[src/include/port_latch_cfg.svh]
/*
 * constants for the parallel port latch block: widths, reset values and
 * the default open-drain mask for the port pins.
 * assumes it is included once per compile unit by its bare name.
 */
// Notes on behaviour
// - A pin whose direction bit selects input has its driver switched off so the pin floats.
// - An open-drain output pin is left undriven while its latch bit holds one, as if input.
// - Bit set and clear work as a whole-byte read, a one-bit change and a whole-byte write back.
// - A port read returns the live pin level for input bits, so read-modify-write stores it.
// - A port read returns the latch value for output bits, so read-modify-write rewrites it.
// - Turning a pin from output to input leaves its output latch unchanged.
// - An untargeted input bit of a bit operation still takes the pin level when it differs.
// - After reset every pin is input until software selects output.
`ifndef PORT_LATCH_CFG_SVH
`define PORT_LATCH_CFG_SVH

`define PORT_WIDTH 8
`define PORT_BIT_IDX_W 3
`define PORT_DIR_RESET 8'h00
`define PORT_LATCH_RESET 8'h00
`define PORT_OD_MASK_DEFAULT 8'h00

`endif

[src/include/port_latch_pkg.sv]
/*
 * types for the parallel port latch block.
 * assumes port_latch_cfg.svh is on the include path.
 */
package port_latch_pkg;
    typedef enum logic [2:0] {
        CMD_NONE,
        CMD_WRITE_DATA,
        CMD_WRITE_DIR,
        CMD_BIT_SET,
        CMD_BIT_CLEAR
    } port_cmd_t;

    typedef enum logic [1:0] {
        ST_IDLE,
        ST_MODIFY
    } rmw_state_t;
endpackage

[src/rtl/port_latch.sv]
/*
 * one general-purpose parallel port: output latch, direction register,
 * cpu-side read, byte write and bit set or clear done as read-modify-write.
 * assumes the cpu side and the pin inputs are synchronous to clk_i; the
 * pin wire level is resolved outside from pin_o and pin_oe_n_o.
 */
`timescale 1ns/1ps
`include "port_latch_cfg.svh"
module port_latch
    import port_latch_pkg::*;
#(
    parameter int WIDTH = `PORT_WIDTH,
    parameter int IDX_W = `PORT_BIT_IDX_W,
    parameter logic [WIDTH-1:0] OPEN_DRAIN = `PORT_OD_MASK_DEFAULT
) (
    input wire logic clk_i,
    input wire logic rst_i,
    input wire port_cmd_t cmd_i,
    input wire logic [WIDTH-1:0] wdata_i,
    input wire logic [IDX_W-1:0] bit_idx_i,
    input wire logic rd_i,
    input wire logic [WIDTH-1:0] pin_i,
    output logic [WIDTH-1:0] rdata_o,
    output logic busy_o,
    output logic [WIDTH-1:0] dir_o,
    output logic [WIDTH-1:0] pin_o,
    output logic [WIDTH-1:0] pin_oe_n_o
);
    logic [WIDTH-1:0] latch_q;
    logic [WIDTH-1:0] dir_q;
    logic [WIDTH-1:0] snap_q;
    logic [IDX_W-1:0] idx_q;
    logic set_q;
    rmw_state_t state_q;
    logic [WIDTH-1:0] drive_mask;
    logic [WIDTH-1:0] idx_mask;

    // true for the two commands that run as read-modify-write
    function automatic logic is_bit_op(input port_cmd_t cmd);
        is_bit_op = (cmd == CMD_BIT_SET) || (cmd == CMD_BIT_CLEAR);
    endfunction

    // one-hot mask of the bit that a bit operation targets
    function automatic logic [WIDTH-1:0] bit_mask(
        input logic [IDX_W-1:0] idx
    );
        bit_mask = '0;
        bit_mask[idx] = 1'b1;
    endfunction

    // port read view: pins for input bits, latch for output bits
    function automatic logic [WIDTH-1:0] port_view(
        input logic [WIDTH-1:0] latch,
        input logic [WIDTH-1:0] dir,
        input logic [WIDTH-1:0] pins
    );
        port_view = (pins & ~dir) | (latch & dir);
    endfunction

    // read phase of a bit operation snapshots the whole byte
    always_ff @(posedge clk_i) begin
        if (rst_i) begin
            state_q <= ST_IDLE;
            snap_q <= '0;
            idx_q <= '0;
            set_q <= 1'b0;
        end else if (state_q == ST_IDLE && is_bit_op(cmd_i)) begin
            state_q <= ST_MODIFY;
            snap_q <= port_view(latch_q, dir_q, pin_i);
            idx_q <= bit_idx_i;
            set_q <= (cmd_i == CMD_BIT_SET);
        end else begin
            state_q <= ST_IDLE;
        end
    end

    // latch: byte write or write back of the modified byte
    always_ff @(posedge clk_i) begin
        if (rst_i) begin
            latch_q <= `PORT_LATCH_RESET;
        end else if (state_q == ST_MODIFY) begin
            latch_q <= snap_q;
            latch_q[idx_q] <= set_q;
        end else if (cmd_i == CMD_WRITE_DATA) begin
            latch_q <= wdata_i;
        end
    end

    // direction changes never touch the latch
    always_ff @(posedge clk_i) begin
        if (rst_i) begin
            dir_q <= `PORT_DIR_RESET;
        end else if (state_q == ST_IDLE && cmd_i == CMD_WRITE_DIR) begin
            dir_q <= wdata_i;
        end
    end

    always_ff @(posedge clk_i) begin
        if (rst_i) begin
            rdata_o <= '0;
            busy_o <= 1'b0;
            dir_o <= `PORT_DIR_RESET;
        end else begin
            if (rd_i) begin
                rdata_o <= port_view(latch_q, dir_q, pin_i);
            end
            busy_o <= (state_q == ST_IDLE) && is_bit_op(cmd_i);
            dir_o <= (state_q == ST_IDLE && cmd_i == CMD_WRITE_DIR) ?
                     wdata_i : dir_q;
        end
    end

    port_pin_cell #(
        .WIDTH(WIDTH)
    ) u_pins (
        .clk_i(clk_i),
        .rst_i(rst_i),
        .latch_i(latch_q),
        .dir_out_i(dir_q),
        .open_drain_i(OPEN_DRAIN),
        .pin_o(pin_o),
        .pin_oe_n_o(pin_oe_n_o)
    );

    // masks used by the checks below
    assign drive_mask = dir_q & ~OPEN_DRAIN;
    assign idx_mask = bit_mask(idx_q);
endmodule

[src/rtl/port_pin_cell.sv]
/*
 * pin driver stage for one port: turns latch, direction and open-drain
 * selection into per-pin output and active-low output enable.
 * assumes synchronous inputs; outputs are registered.
 */
`timescale 1ns/1ps
`include "port_latch_cfg.svh"
module port_pin_cell #(
    parameter int WIDTH = `PORT_WIDTH
) (
    input wire logic clk_i,
    input wire logic rst_i,
    input wire logic [WIDTH-1:0] latch_i,
    input wire logic [WIDTH-1:0] dir_out_i,
    input wire logic [WIDTH-1:0] open_drain_i,
    output logic [WIDTH-1:0] pin_o,
    output logic [WIDTH-1:0] pin_oe_n_o
);
    logic [WIDTH-1:0] drive;
    logic [WIDTH-1:0] od_one;
    logic [WIDTH-1:0] od_zero;

    // input bits float; open-drain bits holding one float too
    assign drive = dir_out_i & ~(open_drain_i & latch_i);

    always_ff @(posedge clk_i) begin
        if (rst_i) begin
            pin_oe_n_o <= '1;
            pin_o <= '0;
        end else begin
            pin_oe_n_o <= ~drive;
            pin_o <= latch_i & ~open_drain_i;
        end
    end

    // open-drain output bits split by latch value, for the checks below
    assign od_one = dir_out_i & open_drain_i & latch_i;
    assign od_zero = dir_out_i & open_drain_i & ~latch_i;
endmodule

[config.mk]
export PLATFORM = sky130hd
export DESIGN_NAME = port_latch
export DESIGN_NICKNAME = d
export VERILOG_FILES = /design/src/include/port_latch_pkg.sv /design/src/rtl/port_latch.sv /design/src/rtl/port_pin_cell.sv
export VERILOG_INCLUDE_DIRS = /design/src /design/src/include
export SDC_FILE = /design/constraint.sdc
export NUM_CORES = 1
export LEC_CHECK = 0
export ABC_AREA = 1
export BUFFER_PORTS_ARGS = -buffer_cell sky130_fd_sc_hd__buf_2
export CAP_MARGIN = 30
export CORE_UTILIZATION = 54
export CTS_BUF_LIST = sky130_fd_sc_hd__clkbuf_8
export DETAILED_ROUTE_END_ITERATION = 12
export HOLD_SLACK_MARGIN = 0.05
export PLACE_DENSITY_LB_ADDON = 0.25
export SYNTH_ARGS = -nofsm -noshare
export SYNTH_HDL_FRONTEND = slang
export SYNTH_HIERARCHICAL = 1
export SYNTH_SLANG_ARGS = --single-unit
[constraint.sdc]
create_clock -name clk_i -period 1.6 [get_ports clk_i]
set_clock_uncertainty 0.05 [all_clocks]
set_input_delay 0.24 -clock clk_i [delete_from_list [all_inputs] [get_ports clk_i]]
set_output_delay 0.24 -clock clk_i [all_outputs]
set_load 0.005 [all_outputs]
== Yosys cells after proc, flatten, opt, wreduce, memory -nomap -nowiden ==
Cells that the tools add are included.
Storage, ports and cells
  logic and storage cells: 33
  memories: 0
  output and inout bits: 33
  register bits: 55
  memory bits (writable): 0
  bits in read-only memories: 0
  bits in latches: 0
Operators by class
  div/mod/pow operators: 0
  shifts and indexed selects: 0
  multiplexer cells: 6
  magnitude comparators: 2
  bitwise gates (word level): 4
  multiply operators: 0
  reduce and logical (&&, ||, !) cells: 6
  eq/ne operators: 5
  add/subtract/negate cells: 0
Operator list (count)
  $and A8 B8 Y8: 2
  $mux W8: 2
  $bwmux W8: 1
  $not A8 Y8: 1
  $or A8 B8 Y8: 1
  $eq A3 B2 Y1 const B: 2
  $lt A3 B4 Y1 const B: 1
  $demux W1 S3: 1
  $eq A3 B1 Y1 const B: 1
  $eq A3 B3 Y1 const B: 1
  $ge A3 B1 Y1 const B: 1
  $logic_and A1 B1 Y1: 3
  $eq A2 B1 Y1 const B: 1
  $logic_not A2 Y1: 1
  $mux W1: 2
  $reduce_bool A2 Y1: 1
  $logic_or A1 B1 Y1: 1

== Depth between registers and ports, before layout ==
Gate-level depths: netlist of the first run.
  depth in word-level cells: 6
  gate-level depth with buffers: 8

== Modules after synthesis ==
Netlist of the first run, hierarchy kept.
By module, submodules not included
  port_latch: cells each 261, seq. area each 740.7 µm², area an instance 1796.7 µm², instances 1
  port_pin_cell: cells each 50, seq. area each 320.3 µm², area an instance 475.5 µm², instances 1

== Worst setup path before layout of the first run ==
No wires, ideal clock.
  path type: register to register
  start point: reg, netlist name busy_o
  end point: reg snap_q[0]
  data arrival time: 1042 ps
  setup slack: 396 ps
  library setup time: 113 ps
  period minus slack after synthesis: 1204 ps
  cell stages (with the launch flop): 9
  path buffers: 2
  path through: dfxtp_1 -> buf_6 -> nor2_8 -> nand3_4 -> nand2_4 -> buf_6 -> nand2_1 -> nand2_1 -> nor2_1
RTL lines
  to (signal assigned): line port_latch.sv:69  | snap_q <= port_view(latch_q, dir_q, pin_i);
  to (decl): line port_latch.sv:31  | logic [WIDTH-1:0] snap_q;

== Final worst setup path of the first run ==
  start point: reg busy_o
  end point: out busy_o
RTL lines
  from (decl): line port_latch.sv:24  | output logic busy_o,
  from (signal assigned): line port_latch.sv:107  | busy_o <= (state_q == ST_IDLE) && is_bit_op(cmd_i);
No word-level cell between the ends.

==> results of run 1 <==
sequential cells by signal, summed over array words and instances, names as in the netlist:
signal             count
busy_o                 1
dir_o                  8
idx_q                  3
latch_q                8
rdata_o                8
set_q                  1
snap_q                 8
u_pins/pin_o           8
u_pins/pin_oe_n_o      8
final timing paths:
path	start	endpoint	cells past startpoint
setup / recovery	busy_o	busy_o	2
hold / removal	wdata_i[7]	dir_o[7]	3
setup reg to reg	busy_o	latch_q[7]	6
hold reg to reg	dir_o[7]	u_pins/pin_oe_n_o[7]	1
logic make-up (layout without fill, tap and decap cells):
logic type             after synthesis  count (layout)
buffers and inverters               48             106
other                                1              16
AOI/OAI and AO/OA                   45              45
and+or+nand+nor                    164             164
DFF                                 53              53
per-layer routing:
| metal | share of wire, % | global-route usage (%) | up-vias |
|---|---|---|---|
| met2 | 46 | 39.8 | 66 |
| met5 | 0 | 0 | - |
| met1 | 46 | 30.4 | 883 |
| met3 | 7.2 | 4.11 | 2 |
| li1 | - | - | 1116 |
| met4 | 0.57 | 8.51 | 0 |
layout by cell type, fill, tap and decap left out:
cell,count
bufinv_16,1
nand4_1,6
nand2_1,88
nand2_4,1
nor2_1,28
o21ai_0,17
nor2_8,1
buf_2,57
buf_4,5
clkinv_1,1
conb_1,16
nand2_2,3
dfxtp_1,53
clkbuf_8,5
a21oi_1,18
nor2_2,5
nand3_2,1
inv_2,2
nand3_4,1
inv_1,34
o211ai_1,8
clkinv_4,1
o21bai_1,2
nand3_1,30
metrics by stage:
stage,hold WS [ns],cell area [um^2]
floorplan,0.354,2330
detailed placement,0.387,2620
global placement,0.381,2620
finish,0.169,2740
CTS,0.164,2740
global route,0.156,2740
cell type report:
cell class | count | area, um^2 | area share [%]
Timing Repair Buffer | 62 | 323 | 11.8
Sequential cell | 53 | 1060 | 38.8
Clock inverter | 3 | 42.5 | 1.56
Tap cell | 50 | 62.6 | 2.29
Multi-Input combinational cell | 225 | 1040 | 38.1
Inverter | 36 | 135 | 4.94
Clock buffer | 5 | 68.8 | 2.52
power by group through the flow:
stage | Clock [mW] | Sequential [mW] | Combinational (mW)
5_1_grt | 0.976 | 1.45 | 0.413
6_report | 0.890 | 1.44 | 0.360
3_5_place_dp | 0 | 1.47 | 0.358
4_1_cts | 0.909 | 1.44 | 0.360
2_1_floorplan | 0 | 1.46 | 0.261
3_3_place_gp | 0 | 1.47 | 0.351
critical path, stage by stage (launching register included):
cell     delay (ns)
dfxtp_1        0.47
buf_4          0.23
buf_2          0.13
==> flow_metrics.tcl, run 1 <==
set metrics [dict create \
    cts_buffers 5 \
    gp_congestion 0.860 \
    grt_start_max_net_pins 23 \
    die_h_um 66.9 \
    tritoncts "built" \
    cts_resized 0 \
    power.leakage_nw 1.31 \
    synth_top_family_by_area "simple AND/OR/NAND/NOR gates" \
    synth_common_cells "88 x nand2_1, 53 x dfxtp_1, 33 x inv_1" \
    synth_compound_area_share_pct 11.0 \
    antenna_cells 0 \
    swShare_pct 25.9 \
    cp.arrival_ns 1.12 \
    worst-path-max-fanout 9 \
    synth_seq_cells 53 \
    synth-edff-count 0 \
    vias 2067 \
    grt.total_usage_pct 23.8 \
    die_x_um 66.9 \
    final_core_util_pct 67.9 \
    worstSetupPathType "flop to output pin" \
    power_mw 2.69 \
    clock_path_buffers 2 \
    die_area_um2 4470 \
    rsz0062_at_grt "false" \
    synth_area_per_cell_um2 7.31 \
    setup_viol 0 \
    ioPinCount 58 \
    seq_area_frac_synth_pct 46.7 \
    layout-drive-gt1-share_pct 21.6 \
    cap_violations 0 \
    drv_slew 0 \
    synth-xor-area-share_pct 0 \
    start_util_pct 56.4 \
    fill_cells 375 \
    period_share_pct 88.1 \
    port_buffers 57 \
    p_int_mw 1.99 \
    ant_nets 0 \
    firstDrtPassIters 4 \
    place_ws_ns 0.323 \
    synthMuxAreaShare_pct 0 \
    ff2ff_setup_slack_ns 0.32 \
    comb_power_share_pct 13.4 \
    antenna_found_initial 0 \
    setup_slack_ns 0.190 \
    cts_setup_buffers 0 \
    dp_hpwl_um 3580 \
    finalHoldViolations 0 \
    synth_most_common_cell "nand2_1" \
    place_inst 426 \
    rows 23 \
    clk-insertion-delay-late_ns 0.30 \
    layout.nets 408 \
    ctsHtreeMaxLevel 2 \
    yosys_warnings 6 \
    p_sw_uw 696 \
    clock-sinks 53 \
    synth.distinct_cells 24 \
    yosys-top-cells-area "dfxtp_1 47%, nand2_1 15%, nand3_1 6.6%, inv_1 5.5%, nor2_1 4.6%" \
    grt_pass1_vias 1839 \
    ir_worst_vdd_mv 0.834 \
    core-area_um2 4030 \
    outcome "finished, final reports clean" \
    grt_pass1_wl_um 7970 \
    p_clk_share_pct 33.1 \
    hold_path.class "input pin to flop" \
    async_reset_ff_share_pct 0 \
    cellPowerDensity_nw_per_um2 983 \
    synthCells 311 \
    start_kind "flop" \
    clkTransAtPathRegs_ns 0.09 \
    power.share.sequential_pct 53.5 \
    period_needed_ns 1.41 \
    holdBufCountCts 0 \
    drt-initial-drc-count 100 \
    grt-ovfl-total 0 \
    ctsRootBufferMaster "clkbuf_8" \
    via_per_inst 4.76 \
    area_growth_pct 20.4 \
    fmax_ghz 0.709 \
    netlist_area_um2 2270 \
    synth_top_area_cell "dfxtp_1" \
    end_kind "output pin" \
    stdcell_count 434 \
    cp.required_ns 1.31 \
    synth-simple-area-share_pct 32.2 \
    routed_wl_um 4750 \
    wl_per_cell_um 10.9 \
    synth_ff_type "dfxtp_1" \
    setup_tns_ns 0 \
    synth_top_cell_area_share_pct 46.7 \
    synth_fa_ha_area_share_pct 0 \
    drc 0 \
]
Note: power is estimated with default switching activity, not from simulation.
==> run 2: changes to the inputs <==
--- a/config.mk
+++ b/config.mk
@@ -9,7 +9,7 @@
 export ABC_AREA = 1
 export BUFFER_PORTS_ARGS = -buffer_cell sky130_fd_sc_hd__buf_2
 export CAP_MARGIN = 30
-export CORE_UTILIZATION = 54
+export CORE_UTILIZATION = 35
 export CTS_BUF_LIST = sky130_fd_sc_hd__clkbuf_8
 export DETAILED_ROUTE_END_ITERATION = 12
 export HOLD_SLACK_MARGIN = 0.05
==> flow_metrics.tcl, run 2 (synthesis gave the netlist of run 1 again) <==
set metrics [dict create \
    outcome "finished, final reports clean" \
    ant_nets 0 \
    slowest_stage "dfxtp_1" \
    ir_worst_vdd_mv 0.494 \
    start_util_pct 37.3 \
    end_kind "output pin" \
    holdBufCountCts 0 \
    start_kind "flop" \
    routed_wl_um 5120 \
    power.leakage_nw 1.31 \
    core-area_um2 6100 \
    die_h_um 82.6 \
    drt-initial-drc-count 141 \
    path_cells "buf_4 -> buf_2" \
    drv_slew 0 \
    worst_pin_slew_ns 0.506 \
    cts_setup_buffers 0 \
    clk-insertion-delay-late_ns 0.31 \
    period_share_pct 88.9 \
    port_buffers 57 \
    clock_path_buffers 2 \
    antenna_cells 0 \
    critical-path-max-stage-delay_ns 0.47 \
    gp_congestion 0.789 \
    cts_buffers 5 \
    die_area_um2 6820 \
    vias 2098 \
    clkTransAtPathRegs_ns 0.10 \
    firstDrtPassIters 4 \
    cellPowerDensity_nw_per_um2 981 \
    tritoncts "built" \
    finalHoldViolations 0 \
    rsz0062_at_grt "false" \
    grt_pass1_wl_um 8330 \
    ctsHtreeMaxLevel 2 \
    cap_violations 0 \
    antenna_found_initial 0 \
    final_common_cell "nand2_1" \
    period_needed_ns 1.42 \
    cp.required_ns 1.31 \
    setup_viol 0 \
    slew_headroom_pct 65.9 \
    die_x_um 82.6 \
    clock-sinks 53 \
    wl_per_cell_um 11.2 \
    fmax_ghz 0.703 \
    via_per_inst 4.57 \
    drc 0 \
    critPathBufInv 2 \
    power_mw 2.71 \
    worstSetupPathType "flop to output pin" \
    ioPinCount 58 \
    grt.total_usage_pct 16.4 \
    layout-drive-gt1-share_pct 21.6 \
    cp.arrival_ns 1.13 \
    grt_pass1_vias 1806 \
    rows 28 \
    cts_resized 0 \
    ctsRootBufferMaster "clkbuf_8" \
    dp_hpwl_um 3890 \
    area_growth_pct 21.8 \
    layout.nets 408 \
    setup_tns_ns 0 \
    grt_start_max_net_pins 23 \
    hold_path.class "input pin to flop" \
    most-common-layout-cells "88 x nand2_1, 57 x buf_2, 53 x dfxtp_1, 34 x inv_1, 30 x nand3_1" \
    worst-path-max-fanout 9 \
    grt-ovfl-total 0 \
    crit_family "flip-flops" \
]
## run 2: worst paths after layout
| check | start | endpoint | slack, ns | cells past startpoint |
|---|---|---|---|---|
| max | busy_o | busy_o | 0.18 | 2 |
| min | wdata_i[3] | dir_o[3] | 0.16 | 3 |
| max reg2reg | busy_o | snap_q[7] | 0.32 | 6 |
| min reg2reg | dir_o[2] | u_pins/pin_oe_n_o[2] | 0.40 | 1 |
## run 2: report_power, final
part | leakage (nW) | total [mW] | switching (mW) | internal, mW
sequential | 0.434 | 1.44 | 0.0495 | 1.39
combinational | 0.818 | 0.363 | 0.222 | 0.141
clock | 0.0595 | 0.911 | 0.447 | 0.464
total | 1.31 | 2.71 | 0.719 | 1.99
## run 2: metrics by stage
step / setup slack, ns / area, um^2 / hold slack [ns] / instances / util, %
after floorplan: 0.396 / 2330 / 0.354 / 326 / -
after global placement: 0.322 / 2660 / 0.385 / 451 / 43.6
after detailed placement: 0.310 / 2660 / 0.385 / 451 / 43.6
after CTS: 0.148 / 2770 / 0.154 / 459 / 45.4
final: 0.177 / 2770 / 0.163 / 459 / 45.4
after global routing: 0.112 / 2770 / 0.163 / 459 / 45.4
## run 2: worst min-delay path: cells and delay by family
family                 cells  cell delay, ns
AOI/OAI and AO/OA          1            0.06
buffers and inverters      1            0.11
and+or+nand+nor            1            0.07
## run 2: area by class of cell
class,count,area (um^2)
clock buffer,5,68.8
clock inverter,3,42.5
fill,668,3330
inverter,36,135
multi-input combinational,225,1040
sequential,53,1060
tap,75,93.8
timing repair buffer,62,323
## run 2: metal layers
layer	track usage [%]	up-vias	part of all wire, %
met1	22.2	930	50
met4	5.52	0	0.82
met2	25.7	50	44
met5	0	-	0
met3	3.41	5	5.4
li1	-	1113	-
